--- config.mk ---
export PLATFORM = sky130hd
export DESIGN_NAME = gcgp_global_regs
export DESIGN_NICKNAME = d
export VERILOG_FILES = /design/src/inc/gcgp_pkg.sv /design/src/inc/gcgp_pin_if.sv /design/src/gcgp_pin_group.sv /design/src/gcgp_global_regs.sv
export SDC_FILE = /design/constraint.sdc
export NUM_CORES = 1
export LEC_CHECK = 0
export BUFFER_PORTS_ARGS = -buffer_cell sky130_fd_sc_hd__buf_2
export CORE_ASPECT_RATIO = 1.2
export CORE_UTILIZATION = 50
export CTS_BUF_LIST = sky130_fd_sc_hd__clkbuf_2
export DETAILED_ROUTE_END_ITERATION = 10
export GPL_ROUTABILITY_DRIVEN = 1
export PLACE_DENSITY = 0.82
export SLEW_MARGIN = 15
export SYNTH_ARGS = -nofsm -noshare
export SYNTH_HDL_FRONTEND = slang
export SYNTH_SLANG_ARGS = --single-unit
--- constraint.sdc ---
create_clock -name core_clk -period 10.6 [get_ports core_clk]
set_clock_uncertainty 0.15 [all_clocks]
set_input_delay 0 -clock core_clk [delete_from_list [all_inputs] [get_ports core_clk]]
set_output_delay 0 -clock core_clk [all_outputs]
set_load 0.02 [all_outputs]
--- src/inc/gcgp_pkg.sv ---
package gcgp_pkg;
    // ********************************************
    // Register map
    // ********************************************
    // Device configuration space: 32-bit words, byte lanes by byte enable
    localparam logic [7:0] ADDR_CFG_W0 = 8'h8c;
    localparam logic [7:0] ADDR_CFG_W1 = 8'h90;
    localparam logic [7:0] ADDR_PIN_LO = 8'h93;
    localparam logic [7:0] ADDR_PIN_HI = 8'h99;
    localparam int REVISION_LSB = 0;
    localparam int CTRL_LSB = 16;
    localparam logic [7:0] REVISION_VALUE = 8'h10; // Arbitrary value
    localparam logic [7:0] CTRL_RESET = 8'h00;
    localparam logic [7:0] DIR_RESET = 8'hff;
    localparam logic [7:0] ZERO_RESET = 8'h00;
    localparam int PINS = 8;
    localparam int GROUPS = 2;
    // Field positions inside the global control byte
    localparam int CB_BCAST = 0;
    localparam int CB_WAKEOFF = 1;
    localparam int CB_IRQOFF = 2;
    localparam int CB_LOADERR = 3;
    localparam int CB_ECLK = 4;
    localparam int CB_ECS = 5;
    localparam int CB_EDI = 6;
    localparam int CB_EDO = 7;
    // Index of each register inside a pin group
    typedef enum logic [2:0] {
        PR_INTEN = 3'h0,
        PR_LEVEL = 3'h1,
        PR_TRI = 3'h2,
        PR_INV = 3'h3,
        PR_DIR = 3'h4,
        PR_OD = 3'h5
    } gcgp_preg_e;
endpackage : gcgp_pkg

--- src/inc/gcgp_pin_if.sv ---
`timescale 1ns/10ps
interface gcgp_pin_if;
    logic [7:0] wrData;
    logic [5:0] wrEn;
    logic levelRead;
    logic timerRoute;
    logic timerLevel;
    logic [7:0] pinIn;
    logic [7:0] pinOut;
    logic [7:0] pinOe;
    logic [7:0] levelRd;
    logic [47:0] regsRd;
    logic irq;
    modport ctrl (output wrData, wrEn, levelRead, timerRoute, timerLevel, pinIn,
                  input pinOut, pinOe, levelRd, regsRd, irq);
    modport grp (input wrData, wrEn, levelRead, timerRoute, timerLevel, pinIn,
                 output pinOut, pinOe, levelRd, regsRd, irq);
endinterface : gcgp_pin_if

--- src/gcgp_pin_group.sv ---
`timescale 1ns/10ps
module gcgp_pin_group #(
    parameter bit HAS_TIMER = 1'b0
) (
    // Clock and reset
    input wire logic core_clk,
    input wire logic reset,
    // Control side
    gcgp_pin_if.grp pif
);
    import gcgp_pkg::*;

    logic [7:0] inten_q, level_q, tri_q, inv_q, dir_q, od_q;
    logic [7:0] sampled_q, irqPend_q, pinOut_q, pinOe_q;
    logic [7:0] effDir, effInv, effInten, effTri, effOd, effLevel, inLvl, edgeHit;

    // ********************************************
    // Pin control registers
    // ********************************************
    always_ff @(posedge core_clk or posedge reset) begin
        if (reset) begin
            inten_q <= ZERO_RESET;
            level_q <= ZERO_RESET;
            tri_q <= ZERO_RESET;
            inv_q <= ZERO_RESET;
            dir_q <= DIR_RESET;
            od_q <= ZERO_RESET;
        end else begin
            if (pif.wrEn[PR_INTEN]) inten_q <= pif.wrData;
            if (pif.wrEn[PR_LEVEL]) level_q <= pif.wrData;
            if (pif.wrEn[PR_TRI]) tri_q <= pif.wrData;
            if (pif.wrEn[PR_INV]) inv_q <= pif.wrData;
            if (pif.wrEn[PR_DIR]) dir_q <= pif.wrData;
            if (pif.wrEn[PR_OD]) od_q <= pif.wrData;
        end
    end

    // Timer routing overrides pin 0 completely while active
    always_comb begin
        effDir = dir_q;
        effInv = inv_q;
        effInten = inten_q;
        effTri = tri_q;
        effOd = od_q;
        effLevel = level_q;
        if (HAS_TIMER && pif.timerRoute) begin
            effDir[0] = 1'b0;
            effInv[0] = 1'b0;
            effInten[0] = 1'b0;
            effTri[0] = 1'b0;
            effOd[0] = 1'b0;
            effLevel[0] = pif.timerLevel;
        end
    end

    assign inLvl = pif.pinIn ^ effInv;
    // Edge toward the active level chosen by level and inversion settings
    assign edgeHit = (inLvl & ~sampled_q & ~effLevel) | (~inLvl & sampled_q & effLevel);

    // ********************************************
    // Input sampling and pin interrupts
    // ********************************************
    always_ff @(posedge core_clk or posedge reset) begin
        if (reset) begin
            sampled_q <= ZERO_RESET;
            irqPend_q <= ZERO_RESET;
        end else begin
            sampled_q <= inLvl;
            // A new edge wins over the clearing read
            irqPend_q <= (pif.levelRead ? ZERO_RESET : irqPend_q)
                | (edgeHit & effInten & effDir);
        end
    end

    // ********************************************
    // Pin drivers (enable low means driving)
    // ********************************************
    always_ff @(posedge core_clk or posedge reset) begin
        if (reset) begin
            pinOut_q <= ZERO_RESET;
            pinOe_q <= DIR_RESET;
        end else begin
            pinOut_q <= effLevel;
            // Open drain floats a high; tri-state floats always
            pinOe_q <= effDir | effTri | (effOd & effLevel);
        end
    end

    assign pif.pinOut = pinOut_q;
    assign pif.pinOe = pinOe_q;
    assign pif.levelRd = (inLvl & effDir) | (level_q & ~effDir);
    assign pif.regsRd = {od_q, dir_q, inv_q, tri_q, pif.levelRd, inten_q};
    assign pif.irq = |irqPend_q;
endmodule : gcgp_pin_group

--- src/gcgp_global_regs.sv ---
`timescale 1ns/10ps
// Operation
// - Broadcast bit set makes channel configuration writes reach all four channels.
// - Channel leaving sleep raises wake interrupt unless suppress bit is set.
// - Global disable bit blocks every interrupt toward the host.
// - Load-status bit reads 0 after good EEPROM load, 1 after failure.
// - Three write-only control bits drive EEPROM clock, select and data-in.
// - A read-only control bit returns the EEPROM data-out pin level.
// - Direction bit 1 means input, 0 output; all reset to 1.
// - Sixteen pins in two groups of six registers, bit n controls pin n.
// - Inversion bit set inverts the sampled input level.
// - Only enabled input pins raise interrupts; enables reset to 0.
// - Pin interrupts are edge detected, polarity from level and inversion.
// - Reading the level register clears pending pin interrupts.
// - All sixteen pin interrupts OR into channel 0 status.
// - Level writes drive outputs; reads return input pin levels, or the written level for output pins.
// - Tri-state bit set floats the output driver.
// - Open-drain bit drives only low; no effect on inputs.
// - Timer routed to pin 0 makes pin registers ignore pin 0.
// - Routed timer forces pin 0 to output, driving the timer level.
module gcgp_global_regs (
    // Clock and reset
    input wire logic core_clk,
    input wire logic reset,
    // Register port
    input wire logic regWr,
    input wire logic regRd,
    input wire logic [7:0] regAddr,
    input wire logic [3:0] regBe,
    input wire logic [31:0] regWdata,
    output logic [31:0] regRdata,
    // Channel configuration write request
    input wire logic [3:0] chanCfgWrReq,
    output logic [3:0] chanCfgWrEn,
    // Interrupt sources and host request
    input wire logic [3:0] chanWake,
    input wire logic [3:0] chanIrq,
    input wire logic timerIrq,
    output logic hostIrq,
    output logic chan0PinIrq,
    // EEPROM load result and pins
    input wire logic loadDone,
    input wire logic loadFail,
    output logic eepromSerialClock,
    output logic eepromChipSelect,
    output logic eepromSerialIn,
    input wire logic eepromSerialOut,
    // Timer routing
    input wire logic timerRoute,
    input wire logic timerLevel,
    // General purpose pins
    input wire logic [15:0] pinIn,
    output logic [15:0] pinOut,
    output logic [15:0] pinOeN
);
    import gcgp_pkg::*;

    logic [2:0] ctrl_q;
    logic loadErr_q;
    logic eck_q, ecs_q, edi_q;
    logic [3:0] cfgWrEn_q;
    logic hostIrq_q, pinIrq_q, wakeIrq_q;
    logic [31:0] rdata_q;
    logic [GROUPS-1:0] grpIrq;
    logic [15:0] grpOut, grpOe;
    logic [7:0] ctrlByte;
    logic ctrlWr;

    gcgp_pin_if pif [GROUPS] ();

    function automatic logic [2:0] pinRegIdx(input logic [7:0] addr, input logic [7:0] base);
        logic [7:0] d;
        d = addr - base;
        pinRegIdx = d[2:0];
    endfunction : pinRegIdx

    function automatic logic inGroup(input logic [7:0] addr, input logic [7:0] base);
        inGroup = (addr >= base) && (addr < base + 8'h06);
    endfunction : inGroup

    // ********************************************
    // Pin groups
    // ********************************************
    // Pin registers are byte wide and addressed per byte; data on lane 0
    assign ctrlWr = regWr && (regAddr == ADDR_CFG_W1) && regBe[2];

    generate
        for (genvar g = 0; g < GROUPS; g++) begin : g_grp
            localparam logic [7:0] BASE = (g == 0) ? ADDR_PIN_LO : ADDR_PIN_HI;
            always_comb begin
                pif[g].wrData = regWdata[7:0];
                pif[g].wrEn = '0;
                if (regWr && regBe[0] && inGroup(regAddr, BASE)) begin
                    pif[g].wrEn[pinRegIdx(regAddr, BASE)] = 1'b1;
                end
            end
            assign pif[g].levelRead = regRd && (regAddr == BASE + 8'h01);
            assign pif[g].timerRoute = timerRoute;
            assign pif[g].timerLevel = timerLevel;
            assign pif[g].pinIn = pinIn[g*PINS +: PINS];
            assign grpOut[g*PINS +: PINS] = pif[g].pinOut;
            assign grpOe[g*PINS +: PINS] = pif[g].pinOe;
            assign grpIrq[g] = pif[g].irq;
            gcgp_pin_group #(.HAS_TIMER(g == 0)) u_grp (
                .core_clk(core_clk),
                .reset(reset),
                .pif(pif[g])
            );
        end
    endgenerate

    // ********************************************
    // Global control byte
    // ********************************************
    always_ff @(posedge core_clk or posedge reset) begin
        if (reset) begin
            ctrl_q <= CTRL_RESET[2:0];
        end else if (ctrlWr) begin
            ctrl_q[CB_BCAST] <= regWdata[CTRL_LSB + CB_BCAST];
            ctrl_q[CB_WAKEOFF] <= regWdata[CTRL_LSB + CB_WAKEOFF];
            ctrl_q[CB_IRQOFF] <= regWdata[CTRL_LSB + CB_IRQOFF];
        end
    end

    // Write-only EEPROM pins hold until the next control write
    always_ff @(posedge core_clk or posedge reset) begin
        if (reset) begin
            eck_q <= 1'b0;
            ecs_q <= 1'b0;
            edi_q <= 1'b0;
        end else if (ctrlWr) begin
            eck_q <= regWdata[CTRL_LSB + CB_ECLK];
            ecs_q <= regWdata[CTRL_LSB + CB_ECS];
            edi_q <= regWdata[CTRL_LSB + CB_EDI];
        end
    end

    // Load status is zero until a load finishes; a failure sets it
    always_ff @(posedge core_clk or posedge reset) begin
        if (reset) begin
            loadErr_q <= 1'b0;
        end else if (loadDone) begin
            loadErr_q <= loadFail;
        end
    end

    // ********************************************
    // Broadcast configuration writes
    // ********************************************
    always_ff @(posedge core_clk or posedge reset) begin
        if (reset) begin
            cfgWrEn_q <= 4'h0;
        end else begin
            cfgWrEn_q <= ctrl_q[CB_BCAST] && (|chanCfgWrReq) ? 4'hf : chanCfgWrReq;
        end
    end

    // ********************************************
    // Interrupt forwarding
    // ********************************************
    always_ff @(posedge core_clk or posedge reset) begin
        if (reset) begin
            wakeIrq_q <= 1'b0;
            pinIrq_q <= 1'b0;
            hostIrq_q <= 1'b0;
        end else begin
            wakeIrq_q <= (|chanWake) && !ctrl_q[CB_WAKEOFF];
            pinIrq_q <= |grpIrq;
            // Gate is registered, so a disable takes one cycle to reach the pin
            hostIrq_q <= !ctrl_q[CB_IRQOFF] && ((|chanIrq) || timerIrq || wakeIrq_q || pinIrq_q);
        end
    end

    // ********************************************
    // Read data and pin outputs
    // ********************************************
    assign ctrlByte = {eepromSerialOut, 3'h0, loadErr_q, ctrl_q};

    always_ff @(posedge core_clk or posedge reset) begin
        if (reset) begin
            rdata_q <= '0;
        end else if (regRd) begin
            if (regAddr == ADDR_CFG_W1) begin
                rdata_q <= {8'h00, ctrlByte, 16'h0000};
            end else if (regAddr == ADDR_CFG_W0) begin
                rdata_q <= {24'h000000, REVISION_VALUE};
            end else if (inGroup(regAddr, ADDR_PIN_LO)) begin
                rdata_q <= {24'h000000, pif[0].regsRd[pinRegIdx(regAddr, ADDR_PIN_LO)*8 +: 8]};
            end else if (inGroup(regAddr, ADDR_PIN_HI)) begin
                rdata_q <= {24'h000000, pif[1].regsRd[pinRegIdx(regAddr, ADDR_PIN_HI)*8 +: 8]};
            end else begin
                rdata_q <= '0;
            end
        end
    end

    assign regRdata = rdata_q;
    assign chanCfgWrEn = cfgWrEn_q;
    assign hostIrq = hostIrq_q;
    assign chan0PinIrq = pinIrq_q;
    assign eepromSerialClock = eck_q;
    assign eepromChipSelect = ecs_q;
    assign eepromSerialIn = edi_q;
    assign pinOut = grpOut;
    assign pinOeN = grpOe;
endmodule : gcgp_global_regs

# [After elaboration in Yosys (flattened, before gate mapping)]
# Cells that the tools add are included.
[classes] n_mul=0 bitwise=38 addsub=2 eq_ne=4 n_reduce_logical=23 n_div=0 n_mux=19 n_shift=2 magnitude_cmp=8
[op_table] op="$and A8 B8 Y8" n=18
[op_table] op="$shiftx A48 B7 Y8" n=2
[op_table] op="$or A8 B8 Y8" n=10
[op_table] op="$not A8 Y8" n=8
[op_table] op="$mux W8" n=5
[op_table] op="$eq A8 B8 Y1 const B" n=4
[op_table] op="$mux W24" n=1
[op_table] op="$ge A8 B8 Y1 const B" n=2
[op_table] op="$lt A8 B8 Y1 const B" n=2
[op_table] op="$reduce_or A16 Y1" n=1
[op_table] op="$xor A8 B8 Y8" n=2
[op_table] op="$logic_and A1 B1 Y1" n=14
[op_table] op="$mux W6" n=2
[op_table] op="$reduce_or A4 Y1" n=3
[op_table] op="$lt A3 B4 Y1 const B" n=2
[op_table] op="$mux W1" n=8
[op_table] op="$demux W1 S3" n=2
[op_table] op="$ge A3 B1 Y1 const B" n=2
[op_table] op="$mux W4" n=1
[op_table] op="$logic_or A1 B1 Y1" n=3
[op_table] op="$sub A3 B1 Y3 const B" n=1
[op_table] op="$sub A3 B2 Y3 const B" n=1
[op_table] op="$logic_not A1 Y1" n=2
[totals] mem_count=0 mem_bits_ro=0 elab_cells=126 out_inout_bits=73 reg_bits=206 latch_bits=0 mem_bits_rw=0 inputBits=82

# [Longest topological paths before layout]
[depth] word_depth=9 depth_mapped=8 depth_no_buf=7

# [Modules after synthesis]
# A second synthesis with hierarchy kept.
[hier_totals] hier_cells=672 hier_area_um2=8789.7
[by_module_without_submodules] mod="gcgp_pin_group at g_grp[0].u_grp" area_per_inst_um2=3271.9 instances=1 cells_each=225 seq_area_each_um2=2021.9
[by_module_without_submodules] mod="gcgp_pin_group at g_grp[1].u_grp" area_per_inst_um2=3198.1 instances=1 cells_each=211 seq_area_each_um2=2021.9
[by_module_without_submodules] mod="gcgp_global_regs" area_per_inst_um2=2319.7 instances=1 cells_each=236 seq_area_each_um2=675.6

# [Worst setup path before layout]
# Ideal clock, no wire load.
[synth_timing] path_type="input-to-reg" startpoint="input port regAddr[0]" endpoint="register g_grp[0].u_grp.inv_q[0]" n_path_buf=1 t_required_ps=10325 stages=6 setup_slack_ps=8562 setup_ps=125 arrival_ps=1763 path_cell_list="clkinv_1 ha_1 clkbuf_1 nand4_1 nor2_2 mux2_2"
[synth_via] elab_chain_cells=6 elab_cells_between_ends=11 classes_between="add/sub: 1; order compare: 4; mux: 3; reduce/logical: 3"
[synth_lines] element="start: declaration" line_no="gcgp_global_regs.sv:28" rtl="input wire logic [7:0] regAddr,"
[synth_lines] element="$sub A3 B2 Y3" line_no="gcgp_global_regs.sv:73" rtl="d = addr - base;"
[synth_lines] element="$lt A3 B4 Y1 (implied by the code) or $ge A3 B1 Y1 (tied branches)" line_no="gcgp_global_regs.sv:94" rtl="pif[g].wrEn[pinRegIdx(regAddr, BASE)] = 1'b1;"
[synth_lines] element="$logic_and A1 B1 Y1 (implied by the code)" line_no="gcgp_global_regs.sv:94"
[synth_lines] element="$mux W1 (implied by the code)" line_no="gcgp_global_regs.sv:94"
[synth_lines] element="$demux W1 S3" line_no="gcgp_global_regs.sv:94"
[synth_lines] element="$mux W6 (*)" line_no="gcgp_global_regs.sv:93" rtl="if (regWr && regBe[0] && inGroup(regAddr, BASE)) begin"
[synth_lines] element="end signal: assignment" line_no="gcgp_pin_group.sv:32" rtl="if (pif.wrEn[PR_INV]) inv_q <= pif.wrData;"
[synth_lines] element="end: declaration" line_no="gcgp_pin_group.sv:13" rtl="logic [7:0] inten_q, level_q, tri_q, inv_q, dir_q, od_q;"
# Mark *: on every way between the ends. The rest lies on a longest branch, timed or not.
# A chain may end at the register's enable or synchronous reset.

# [Worst setup path after layout]
[layout_timing] startpoint="input port regAddr[0]" endpoint="register g_grp[1].u_grp.dir_q[6]"
[layout_via] elab_chain_cells=6 elab_cells_between_ends=11 classes_between="add/sub: 1; order compare: 4; mux: 3; reduce/logical: 3"
[layout_lines] element="$sub A3 B1 Y3" line_no="gcgp_global_regs.sv:73"
[layout_lines] element="$lt A3 B4 Y1 (implied by the code) or $ge A3 B1 Y1 (tied branches)" line_no="gcgp_global_regs.sv:94"
[layout_lines] element="$logic_and A1 B1 Y1 (implied by the code)" line_no="gcgp_global_regs.sv:94"
[layout_lines] element="$mux W1 (implied by the code)" line_no="gcgp_global_regs.sv:94"
[layout_lines] element="$demux W1 S3" line_no="gcgp_global_regs.sv:94"
[layout_lines] element="$mux W6 (*)" line_no="gcgp_global_regs.sv:93"
[layout_lines] element="end signal: assignment" line_no="gcgp_pin_group.sv:33" rtl="if (pif.wrEn[PR_DIR]) dir_q <= pif.wrData;"
[layout_lines] element="end: declaration" line_no="gcgp_pin_group.sv:13"
# Marked as above.

==> results.json <==
{
  "status": "finished clean",
  "min_path_type": "in -> reg",
  "drt-initial-drc-count": 493,
  "cp-start-kind": "input port",
  "gr-total-overflow": 0,
  "final_max_slew_viol_count": 0,
  "synth_edf_count": 0,
  "tns_ps": 0,
  "die_width_um": 122,
  "crit_path_frequent_cell": "dlygate4sd3_1",
  "max_clock_freq_ghz": 0.205,
  "async_reset_ff_share_pct": 100,
  "ant_nets": 0,
  "synth_cells": 701,
  "clkTransAtPathRegs_ps": 240,
  "grt_usage_pct": 26.6,
  "worst_ep_arrival_time_ps": 5480,
  "initial_core_util_pct": 51.1,
  "final_nets": 1028,
  "io_pins": 155,
  "cts_inserted_buffers": 17,
  "core_area_sq_um": 16900,
  "min_from": "regWdata[1]",
  "synth_common_cells": "dfrtp_1 (155), mux2_2 (108), nand2_1 (46)",
  "clk_path_buf_depth": 2,
  "tightest_slew_ps": 1030,
  "h-tree-depth": 4,
  "yosys_warnings": 0,
  "cp-end-kind": "flop",
  "crit_chain": "dlygate4sd3_1, buf_2, buf_4, clkinv_1, ha_1, buf_4, nand4_1, nor3_4, nand2_1, dlygate4sd3_1, o21ai_0, dlygate4sd3_1",
  "cp_slowest_cell": "ha_1",
  "power.leakage_nw": 5.23,
  "yosysTopAreaCell": "dfrtp_1",
  "dp_slack_ps": 6360,
  "fp-row-count": 52,
  "grt_max_degree": 105,
  "cts_resized": 0,
  "slew_headroom_pct": 31.2,
  "vdd_drop_max_v": 0.0000580,
  "drt_wl_total_mm": 22.3,
  "synth_area_leaders": "dfrtp_1 (45%), mux2_2 (14%), dfstp_2 (9.8%), mux2i_1 (2.2%), a211o_1 (2.0%)",
  "finalHoldViolCount": 0,
  "cts_root_buffer": "clkbuf_2",
  "cp_max_fo": 59,
  "setup_violations": 0,
  "cap_violations": 0,
  "syn_area_sq_um": 8600,
  "p_seq_share_pct": 58.4,
  "switching_share_pct": 28.1,
  "syn_to_final_growth_pct": 25.7,
  "rr_startpoint": "g_grp[1].u_grp.effInv[4]",
  "internal_power_mw": 0.937,
  "p_total_mw": 1.30,
  "fin_cells": 1172,
  "dieArea_sq_um": 17700,
  "grt_pass1_vias": 6697,
  "comb_power_share_pct": 14.7,
  "drc_errors": 0,
  "drt_pass1_iterations": 5,
  "p_clk_share_pct": 26.9,
  "yosysMostFrequentCell": "dfrtp_1",
  "cts.sinks": 187,
  "place.gp.congestion": 0.818,
  "drt-vias-per-instance": 5.70,
  "layout-drive-gt1-share_pct": 32.8,
  "criticalPathCategory": "in -> reg",
  "cts_tree": "built",
  "grt_pass1_wl_mm": 35.7,
  "synth_area_per_cell_sq_um": 12.3,
  "rsz0062_at_grt": "no",
  "synth_flop_cell": "dfrtp_1",
  "io_buffers": 115,
  "power.density_nw_per_um2": 121,
  "critPathLaunch": "regAddr[0]",
  "setup_slack_ps": 5720,
  "final_util_pct": 64.2,
  "detailed_place_hpwl_mm": 13.4,
  "yosysUniqueCellTypes": 63,
  "final.period_utilization_pct": 46.0,
  "fin_crit_ps": 4880,
  "wl_per_cell_um": 19.0,
  "clock_latency_ps": 800,
  "yosysSeqAreaShare_pct": 54.8,
  "p_sw_mw": 0.367,
  "synth-seq-cells": 187,
  "cpPeakStageDelay_ps": 1000,
  "cp.required_ps": 11200,
  "die_y_um": 146,
  "antenna_found_initial": 2,
  "synth_top_area_share_pct": 45.1,
  "dp_cells": 1011,
  "vias": 6680
}
## final cells by class
cell class              count  area (sq um)
repair buffers            248          1890
flip-flops and latches    187          4720
well taps                 216           270
diodes                      2          5.00
multi-input cells         472          3640
clock buffers              20           100
inverters                  15          63.8
clock inverters            12           124
fillers                  1239          6040
## power by group through the flow
stage	clock [mW]	combinational (mW)	sequential (mW)
final	0.351	0.191	0.762
after global routing	0.386	0.209	0.766
after CTS	0.360	0.188	0.762
after detailed placement	0	0.154	0.773
after global placement	0	0.151	0.772
after floorplan	0	0.0993	0.780
## final timing paths
path / end / slack [ps] / cells after the start
min: g_grp[0].u_grp.od_q[1] / 40 / 3
max reg2reg: regRdata[4] / 8320 / 6
min in group asynchronous: g_grp[1].u_grp.effOd[4] / 280 / 4
max in group asynchronous: g_grp[0].u_grp.tri_q[3] / 8480 / 5
max: g_grp[1].u_grp.dir_q[6] / 5720 / 12
min reg2reg: g_grp[0].u_grp.pif.pinOut[1] / 360 / 0
## placed cells by master (no fill, tap or decap), drive strengths merged, types with 4 or more instances in the layout
cell	instances
nand4	7
dfrtp	155
nand2	47
a211oi	8
dfstp	32
conb	19
buf	121
a32o	16
nor3	13
a22o	5
a2111oi	4
dlygate4sd3	127
o211ai	4
ha	5
o22ai	5
o21ai	29
or3	7
nor2	40
nand3	17
clkbuf	20
xor2	13
nor4	7
a211o	20
clkinv	7
xnor2	8
nand2b	9
a221o	6
a21oi	18
nor3b	4
inv	16
mux2	110
mux2i	19
## layer usage
layer | part of all wire [%] | global-route usage (%)
met2 | 49 | 43.8
met3 | 6.8 | 5.25
met4 | 3.7 | 12.8
met1 | 40 | 33.1
met5 | 0 | 0
## cells by family (layout without fill, tap and decap cells)
group | count (synthesis) | count (layout) | synth area share [%]
adder cells (fa/ha/maj) | 5 | 5 | 0.727
XOR/XNOR | 21 | 21 | 2.22
flip-flops | 187 | 187 | 54.8
other | 1 | 21 | 0.0436
AND/OR/NAND/NOR | 168 | 168 | 10.8
buffers and inverters | 60 | 295 | 3.64
AO/OA/AOI/OAI | 130 | 130 | 11.1
multiplexers | 129 | 129 | 16.6
## stage by stage
stage                     instance area [sq um]  hold slack, ps
final                                     10800            37.6
after CTS                                 10800            3.02
after global placement                     9310            28.5
after global routing                      10800            39.2
after detailed placement                   9310            36.8
after floorplan                            8670            -117
## critical path: cells and delay by family
| kind | cells | cell delay, ps |
|---|---|---|
| buffers and inverters | 7 | 3390 |
| AOI/OAI and AO/OA | 1 | 80 |
| and+or+nand+nor | 3 | 980 |
| adders and majority gates | 1 | 1000 |
## registers in the layout (all words and copies together), names as in the netlist, 3 cells and up
signal                  count
g_grp.u_grp.sampled_q      16
g_grp.u_grp.level_q         8
g_grp.u_grp.inten_q         8
chanCfgWrEn                 4
g_grp.u_grp.od_q            8
g_grp.u_grp.effInv          8
g_grp.u_grp.irqPend_q      16
g_grp.u_grp.dir_q          16
g_grp.u_grp.effInten        8
g_grp.u_grp.effTri          8
g_grp.u_grp.inv_q           8
g_grp.u_grp.effOd           8
g_grp.u_grp.pif.pinOe      16
regRdata                   13
g_grp.u_grp.pif.pinOut     16
g_grp.u_grp.effLevel        8
g_grp.u_grp.tri_q           8
ctrl_q                      3
## repair_timing
action | in CTS | in global routing
setup buffers | 0 | 0
hold buffers | 127 | 0
hold endpoints to repair | 259 | 0
Power figures use the tool's default switching activity.
